==> config.mk <==
export PLATFORM = sky130hd
export DESIGN_NAME = wdit_top
export DESIGN_NICKNAME = d
export VERILOG_FILES = /design/src/rtl/wdit_tick_sync.v /design/src/rtl/wdit_term_sel.v /design/src/rtl/wdit_top.v
export VERILOG_INCLUDE_DIRS = /design/src /design/src/rtl
export SDC_FILE = /design/constraint.sdc
export NUM_CORES = 1
export LEC_CHECK = 0
export ABC_AREA = 1
export BUFFER_PORTS_ARGS = -buffer_cell sky130_fd_sc_hd__buf_4
export CAP_MARGIN = 20
export CORE_AREA = 2 2 65 82
export CTS_CLUSTER_SIZE = 20
export DETAILED_ROUTE_END_ITERATION = 8
export DIE_AREA = 0 0 67 84
export SYNTH_ARGS = -nofsm -noshare
export SYNTH_HDL_FRONTEND = slang
export SYNTH_SLANG_ARGS = --single-unit
==> constraint.sdc <==
create_clock -name clk_sys -period 3.6 [get_ports clk_sys]
set_clock_uncertainty 0.2 [all_clocks]
set_input_delay 0 -clock clk_sys [delete_from_list [all_inputs] [get_ports clk_sys]]
set_output_delay 0 -clock clk_sys [all_outputs]
set_load 0.005 [all_outputs]
==> src/rtl/wdit_regs.vh <==
`ifndef WDIT_REGS_VH
`define WDIT_REGS_VH
`define WDIT_CNT_W      15
`define WDIT_CLR_MSB    7
`define WDIT_CLR_LSB    4
`define WDIT_EN_BIT     3
`define WDIT_MODE_BIT   2
`define WDIT_INT_MSB    1
`define WDIT_INT_LSB    0
`define WDIT_CTL_RST    8'h00
`define WDIT_CODE_A     4'hA
`define WDIT_CODE_B     4'h5
`define WDIT_TC_00      16'h8000
`define WDIT_TC_01      16'h2000
`define WDIT_TC_10      16'h0200
`define WDIT_TC_11      16'h0040
`define WDIT_PM_ACTIVE  3'h0
`define WDIT_PM_ZERO    3'h1
`define WDIT_PM_ONE     3'h2
`define WDIT_PM_TWO     3'h3
`define WDIT_PM_THREE   3'h4
`define WDIT_SEQ_IDLE   1'h0
`define WDIT_SEQ_ARMED  1'h1
`endif

==> src/rtl/wdit_tick_sync.v <==
module wdit_tick_sync
(
  // clock and reset
  input  wire clk_sys,
  input  wire sys_rst,
  // low-speed oscillator level
  input  wire osc_in,
  // one-cycle pulse per rising edge, and per falling edge
  output reg  rise_pulse,
  output reg  fall_pulse
);
  reg sync1_reg;
  reg sync2_reg;
  reg last_reg;

  always @(posedge clk_sys)
  begin
    if (sys_rst)
    begin
      sync1_reg  <= 1'b0;
      sync2_reg  <= 1'b0;
      last_reg   <= 1'b0;
      rise_pulse <= 1'b0;
      fall_pulse <= 1'b0;
    end
    else
    begin
      sync1_reg  <= osc_in;
      sync2_reg  <= sync1_reg;
      last_reg   <= sync2_reg;
      rise_pulse <= sync2_reg & ~last_reg;
      fall_pulse <= ~sync2_reg & last_reg;
    end
  end
endmodule // wdit_tick_sync

==> src/rtl/wdit_term_sel.v <==
`include "wdit_regs.vh"
module wdit_term_sel
(
  // interval code and terminal count
  input  wire [1:0]  interval_code,
  output reg  [15:0] term_count
);
  always @*
  begin
    case (interval_code)
      2'h0:    term_count = `WDIT_TC_00;
      2'h1:    term_count = `WDIT_TC_01;
      2'h2:    term_count = `WDIT_TC_10;
      2'h3:    term_count = `WDIT_TC_11;
      default: term_count = `WDIT_TC_00;
    endcase
  end
endmodule // wdit_term_sel

==> src/rtl/wdit_top.v <==
`include "wdit_regs.vh"
module wdit_top
(
  // clock and reset
  input  wire       clk_sys,
  input  wire       sys_rst,
  // low-speed oscillator
  input  wire       osc_in,
  // control register write port
  input  wire       ctl_wr,
  input  wire [7:0] ctl_wdata,
  // power mode
  input  wire [2:0] power_mode,
  // interval flag clear and interrupt enable
  input  wire       flag_clr,
  input  wire       interval_irq_enable,
  // outputs
  output reg  [7:0] watchdog_control_reg,
  output reg        interval_flag,
  output reg        irq_req,
  output reg        sys_reset_req
);
  reg  [`WDIT_CNT_W-1:0] count_reg;
  reg  [`WDIT_CNT_W-1:0] count_next;
  reg                    seq_reg;
  reg                    seq_next;
  reg                    lock_reg;
  reg                    pend_reg;
  reg                    pend_next;
  reg  [2:0]             pm_last_reg;
  reg  [7:0]             ctl_next;
  reg                    expire;
  reg                    set_flag;
  reg                    do_reset;
  reg                    lock_next;
  wire                   tick;
  wire                   half_tick;
  wire [15:0]            term_count;
  wire                   en_bit;
  wire                   mode_bit;
  wire [3:0]             code_w;
  wire                   sleep_deep;
  wire                   deep_entry;
  wire                   pm1;
  wire                   wake_pm1;

  assign en_bit     = watchdog_control_reg[`WDIT_EN_BIT];
  assign mode_bit   = watchdog_control_reg[`WDIT_MODE_BIT];
  assign code_w     = ctl_wdata[`WDIT_CLR_MSB:`WDIT_CLR_LSB];
  assign sleep_deep = (power_mode == `WDIT_PM_TWO) || (power_mode == `WDIT_PM_THREE);
  assign deep_entry = sleep_deep && (pm_last_reg != `WDIT_PM_TWO)
                      && (pm_last_reg != `WDIT_PM_THREE);
  assign pm1        = (power_mode == `WDIT_PM_ONE);
  assign wake_pm1   = (pm_last_reg == `WDIT_PM_ONE) && !pm1 && !sleep_deep;

  // oscillator edges: rise advances the counter, fall bounds the clear window
  wdit_tick_sync u_tick
  (
    .clk_sys    (clk_sys),
    .sys_rst    (sys_rst),
    .osc_in     (osc_in),
    .rise_pulse (tick),
    .fall_pulse (half_tick)
  );

  wdit_term_sel u_term
  (
    .interval_code (watchdog_control_reg[`WDIT_INT_MSB:`WDIT_INT_LSB]),
    .term_count    (term_count)
  );

  always @*
  begin
    ctl_next   = watchdog_control_reg;
    count_next = count_reg;
    seq_next   = seq_reg;
    lock_next  = lock_reg;
    pend_next  = pend_reg;
    set_flag   = 1'b0;
    do_reset   = 1'b0;
    // counter is never exposed nor loaded by software
    expire = en_bit && tick && !sleep_deep
             && ({1'b0, count_reg} + 16'h0001 >= term_count);
    if (en_bit && tick && !sleep_deep)
    begin
      count_next = count_reg + 15'h0001;
      if (expire)
      begin
        if (mode_bit)
        begin
          count_next = {`WDIT_CNT_W{1'b0}};
          set_flag   = 1'b1;
        end
        else if (pm1)
        begin
          count_next = {`WDIT_CNT_W{1'b0}};
          pend_next  = 1'b1;
        end
        else
          do_reset = 1'b1;
      end
    end
    // clear window closes at the next falling oscillator edge
    if (half_tick)
      seq_next = `WDIT_SEQ_IDLE;
    if (ctl_wr)
    begin
      ctl_next[`WDIT_INT_MSB:`WDIT_INT_LSB] = ctl_wdata[`WDIT_INT_MSB:`WDIT_INT_LSB];
      if (!lock_reg)
        ctl_next[`WDIT_MODE_BIT] = ctl_wdata[`WDIT_MODE_BIT];
      if (ctl_wdata[`WDIT_EN_BIT])
      begin
        ctl_next[`WDIT_EN_BIT] = 1'b1;
        if (!en_bit)
          count_next = {`WDIT_CNT_W{1'b0}};
        if (!(lock_reg ? 1'b0 : ctl_wdata[`WDIT_MODE_BIT]))
          lock_next = 1'b1;
      end
      else if (!lock_reg)
        ctl_next[`WDIT_EN_BIT] = 1'b0;
      // clear code acts only while enabled
      if (en_bit)
      begin
        ctl_next[`WDIT_CLR_MSB:`WDIT_CLR_LSB] = code_w;
        if (mode_bit)
        begin
          if (code_w[0])
            count_next = {`WDIT_CNT_W{1'b0}};
        end
        else if (code_w == `WDIT_CODE_A)
          seq_next = `WDIT_SEQ_ARMED;
        else if ((code_w == `WDIT_CODE_B) && (seq_reg == `WDIT_SEQ_ARMED))
        begin
          count_next = {`WDIT_CNT_W{1'b0}};
          pend_next  = 1'b0;
          seq_next   = `WDIT_SEQ_IDLE;
          do_reset   = 1'b0;
        end
        else
          seq_next = `WDIT_SEQ_IDLE;
      end
    end
    // power mode one wake at expiry resets at once
    if (wake_pm1 && pend_reg && !mode_bit)
    begin
      do_reset  = 1'b1;
      pend_next = 1'b0;
    end
    if (sleep_deep)
    begin
      count_next = {`WDIT_CNT_W{1'b0}};
      seq_next   = `WDIT_SEQ_IDLE;
      pend_next  = 1'b0;
    end
    if (deep_entry)
      count_next = {`WDIT_CNT_W{1'b0}};
  end

  always @(posedge clk_sys)
  begin
    if (sys_rst)
    begin
      watchdog_control_reg <= `WDIT_CTL_RST;
      count_reg            <= {`WDIT_CNT_W{1'b0}};
      seq_reg              <= `WDIT_SEQ_IDLE;
      lock_reg             <= 1'b0;
      pend_reg             <= 1'b0;
      pm_last_reg          <= `WDIT_PM_ACTIVE;
      interval_flag        <= 1'b0;
      irq_req              <= 1'b0;
      sys_reset_req        <= 1'b0;
    end
    else
    begin
      watchdog_control_reg <= ctl_next;
      count_reg            <= count_next;
      seq_reg              <= seq_next;
      lock_reg             <= lock_next;
      pend_reg             <= pend_next;
      pm_last_reg          <= power_mode;
      // set wins over clear
      interval_flag        <= set_flag | (interval_flag & ~flag_clr);
      // watchdog mode never interrupts
      irq_req              <= set_flag & interval_irq_enable & mode_bit;
      // reset only from watchdog mode, active or power mode zero
      sys_reset_req        <= do_reset & ~mode_bit;
    end
  end
endmodule // wdit_top

==> results_tabular.tex <==
\begin{tabular}{lr}
\hline
Metric & Value \\
\hline
\multicolumn{2}{l}{\textbf{Run status}} \\
\quad Run status & complete, no violations \\
\multicolumn{2}{l}{\textbf{Drt}} \\
\quad Aggregate routed wire length & about 4800 um \\
\quad First-iteration detailed-routing DRC count & 114 \\
\quad Detail-routed via count per cell & 4.66 \\
\quad DRC violations left & 0 \\
\quad Number of iterations in the first detailed-routing pass & 4 \\
\quad Vias after detailed routing & around 2k \\
\quad Avg WL per Cell & around 11 um \\
\quad Final ANT Viol Nets & 0 \\
\multicolumn{2}{l}{\textbf{Min path}} \\
\quad Hold Path Class & in2reg \\
\multicolumn{2}{l}{\textbf{Yosys}} \\
\quad Yosys reg bits & 37 \\
\quad Area fraction in compound gates after synthesis & between 10\% and 20\% \\
\quad Unique masters post-synth & 30 \\
\quad Largest family of logic cells by synthesized area & simple AND/OR/NAND/NOR gates \\
\quad Average cell area after synthesis & a little under 7 um2 \\
\quad Leading area contributor after synthesis & sky130\_fd\_sc\_hd\_\_dfxtp\_1 \\
\quad Sequential fraction of the synthesis area & approximately a third \\
\quad Share of the synthesized area in the top cell type & 34.9\% \\
\quad Fraction of the mapped netlist area in adder cells & roughly 3\% \\
\quad Total nets after synthesis & approximately 330 \\
\quad Simple logic cell fraction of the synthesized area & 35.5\% \\
\quad Yosys Warn Count & 0 \\
\quad Gate Count Post-Synth & $\sim$310 \\
\quad Fraction of synthesized cell area in xor and xnor cells & under 10\% \\
\quad Multiplexer area fraction after synthesis & 0\% \\
\quad Area contributors post-synth & sky130\_fd\_sc\_hd\_\_dfxtp\_1, sky130\_fd\_sc\_hd\_\_nand2\_1, sky130\_fd\_sc\_hd\_\_inv\_1 \\
\quad Netlist area before placement & 0.00212 mm2 \\
\multicolumn{2}{l}{\textbf{Cells and area}} \\
\quad Number of flip-flops under the largest register name & 15 \\
\quad Filler cell count & between 400 and 500 \\
\quad Area growth from synthesis to final layout & 29.6\% \\
\quad Nets & just under 400 \\
\quad Fraction of layout instances using a drive strength above 1 & approximately 22\% \\
\quad Post-route cell area & roughly 0.0027 mm2 \\
\quad Number of antenna repair diodes & 0 \\
\multicolumn{2}{l}{\textbf{Run}} \\
\quad Reported max-cap violation count & 0 \\
\multicolumn{2}{l}{\textbf{Clock tree}} \\
\quad Skew-Pair Late Insertion Delay & a little under 300 ps \\
\quad Clock net sink count & 37 \\
\quad Deepest level of the CTS H-tree & 2 \\
\quad CTS tree & built \\
\quad Clock transition at the registers of the reported paths & roughly 80 ps \\
\quad TritonCTS Buffers & 5 \\
\quad CTS Buffer Depth & 2 \\
\quad Root Buffer Master & sky130\_fd\_sc\_hd\_\_clkbuf\_8 \\
\quad \# resized after CTS & 0 \\
\multicolumn{2}{l}{\textbf{Timing}} \\
\quad Slew at the pin closest to its max-slew limit & approximately 890 ps \\
\quad Max Slew Vio Count & 0 \\
\quad Min Clock Period, post-route & about 3200 ps \\
\quad Max Fclk & roughly 320 MHz \\
\quad Post-Route Setup TNS & 0 ps \\
\quad Unrepaired setup endpoints after global routing & no \\
\quad Slew HR & roughly 40\% \\
\quad Final worst-path cycle share & roughly 88\% \\
\quad Final count of negative-setup-slack endpoints & 0 \\
\quad Final worst slack & between 400 and 500 ps \\
\quad Final-report hold violation count & 0 \\
\multicolumn{2}{l}{\textbf{Global route}} \\
\quad Antenna violations before repair & 0 \\
\quad Remaining global-route overflow & 0 \\
\quad Overall routing resource usage & a little under a fifth \\
\quad Global-route wire length before repair & between 8000 and 9000 um \\
\quad Vias in the first global route & roughly 1.9k \\
\quad Pin count of the biggest net entering global routing & 32 \\
\multicolumn{2}{l}{\textbf{Floorplanning}} \\
\quad Ports placed on the boundary & 28 \\
\quad Std-Cell Core Area & 0.00493 mm2 \\
\quad Rows & 29 \\
\quad Starting density of the core & 43.0\% \\
\quad Height of the chip & approximately 84 um \\
\quad Horizontal die dimension & 67 um \\
\quad Die ar. & 0.00563 mm2 \\
\multicolumn{2}{l}{\textbf{Worst setup path}} \\
\quad CP Data Required Time & roughly 3600 ps \\
\quad Type of the worst setup path & reg2reg \\
\quad Worst-path maximum fanout & 5 \\
\quad Endpoint class of the critical path & flop \\
\quad Arrival @ worst endpoint & between 3000 and 4000 ps \\
\quad Critical Path Start Type & flop \\
\multicolumn{2}{l}{\textbf{Pwr}} \\
\quad Worst VDD drop & around 0.24 mV \\
\quad Power per Cell Area & approximately 330 mW/mm2 \\
\quad Final total power & about 0.90 mW \\
\quad Leakage power figure & approximately 1.3 nW \\
\multicolumn{2}{l}{\textbf{Placed design}} \\
\quad Number of I/O port buffers & 27 \\
\quad Hpwl dp & approximately 3400 um \\
\quad Worst-case setup slack after placement & between 700 and 800 ps \\
\quad Gp weighted congestion & $\sim$0.84 \\
\quad Standard cell area after detailed placement & 0.00236 mm2 \\
\hline
\end{tabular}
logic make-up after synthesis:
family	count (synthesis)
and+or+nand+nor	151
buffers and inverters	64
AOI/OAI and AO/OA	48
DFF	37
xor gates and xnor gates	6
adders and majority gates	5
report_power, final:
part | total (mW) | internal (mW) | switching (mW)
combinational | 0.0970 | 0.0516 | 0.0454
sequential | 0.425 | 0.419 | 0.00609
clock | 0.378 | 0.225 | 0.153
cell type report:
type,count,area (um2),area share (%)
repair buffers,55,480,17.5
inverters,58,218,7.92
clock inverters,2,37.5,1.37
flip-flops and latches,37,741,27.0
multi-input cells,210,1110,40.4
clock buffers,6,82.6,3.01
well taps,62,77.6,2.82
synth_stat cells (all sizes together):
| cell type | number |
|---|---|
| or4 | 1 |
| o211ai | 1 |
| nor3 | 3 |
| buf | 4 |
| nor2 | 48 |
| nor4 | 1 |
| nand3 | 20 |
| and3 | 1 |
| clkinv | 1 |
| clkbuf | 2 |
| nand3b | 1 |
| a21oi | 22 |
| inv | 57 |
| nand4 | 5 |
| nand2 | 71 |
| o21ai | 25 |
| xor2 | 6 |
| ha | 5 |
| dfxtp | 37 |
critical path: stages (launching register included):
cell,delay [ps]
sky130_fd_sc_hd__dfxtp_1,400
sky130_fd_sc_hd__ha_1,230
sky130_fd_sc_hd__nand3_1,160
sky130_fd_sc_hd__nor2_4,180
sky130_fd_sc_hd__xor2_1,150
sky130_fd_sc_hd__inv_1,70
sky130_fd_sc_hd__ha_1,270
sky130_fd_sc_hd__inv_1,40
sky130_fd_sc_hd__nor2_1,90
sky130_fd_sc_hd__nand3_1,80
sky130_fd_sc_hd__nor2_1,110
sky130_fd_sc_hd__nor2_1,50
sky130_fd_sc_hd__nor2_1,90
sky130_fd_sc_hd__nand2_1,70
sky130_fd_sc_hd__nand2_2,110
sky130_fd_sc_hd__nand3_1,110
sky130_fd_sc_hd__a21oi_1,160
sky130_fd_sc_hd__dlygate4sd3_1,550
placed cells by master, fill, tap and decap left out, types with 3 or more instances in the layout:
| cell type | instances |
|---|---|
| sky130_fd_sc_hd__a21oi_1 | 22 |
| sky130_fd_sc_hd__nor2_4 | 5 |
| sky130_fd_sc_hd__ha_1 | 5 |
| sky130_fd_sc_hd__nor2_2 | 4 |
| sky130_fd_sc_hd__inv_1 | 47 |
| sky130_fd_sc_hd__nand2_1 | 51 |
| sky130_fd_sc_hd__nor2_1 | 39 |
| sky130_fd_sc_hd__nand4_1 | 3 |
| sky130_fd_sc_hd__clkbuf_8 | 6 |
| sky130_fd_sc_hd__inv_2 | 10 |
| sky130_fd_sc_hd__buf_4 | 28 |
| sky130_fd_sc_hd__xor2_1 | 6 |
| sky130_fd_sc_hd__dlygate4sd3_1 | 27 |
| sky130_fd_sc_hd__nor3_1 | 3 |
| sky130_fd_sc_hd__nand2_2 | 20 |
| sky130_fd_sc_hd__nand3_1 | 17 |
| sky130_fd_sc_hd__dfxtp_1 | 37 |
| sky130_fd_sc_hd__o21ai_0 | 23 |
final timing paths:
path | start | endpoint | slack (ps) | cells past startpoint
setup reg to reg | count_reg[0] | interval_flag | 440 | 17
setup / recovery | count_reg[0] | interval_flag | 440 | 17
hold reg to reg | u_tick.sync1_reg | u_tick.sync2_reg | 210 | 2
hold / removal | ctl_wdata[3] | count_reg[2] | 160 | 7
metal layers:
layer,part of all wire [%],global-route usage (%),wire [um]
met3,2.8,4.45,135
met4,2.9,8.35,138
met5,0,0,0
met2,50,32.2,2420
met1,44,22.6,2110
through the flow:
| stage | hold slack [ps] | util (%) | instances |
|---|---|---|---|
| after CTS | 146 | 55.7 | 430 |
| final | 155 | 55.7 | 430 |
| after global placement | 18.9 | 47.8 | 395 |
| after global routing | 204 | 55.7 | 430 |
| after detailed placement | 15.4 | 47.8 | 395 |
| after floorplan | -131 | - | 311 |
timing repair:
action                                 4_1_cts  5_1_grt
endpoints found under the hold margin       22        0
hold buffers                                27        0
buffers inserted                             0        0
Note: power is estimated with default switching activity, not from simulation.
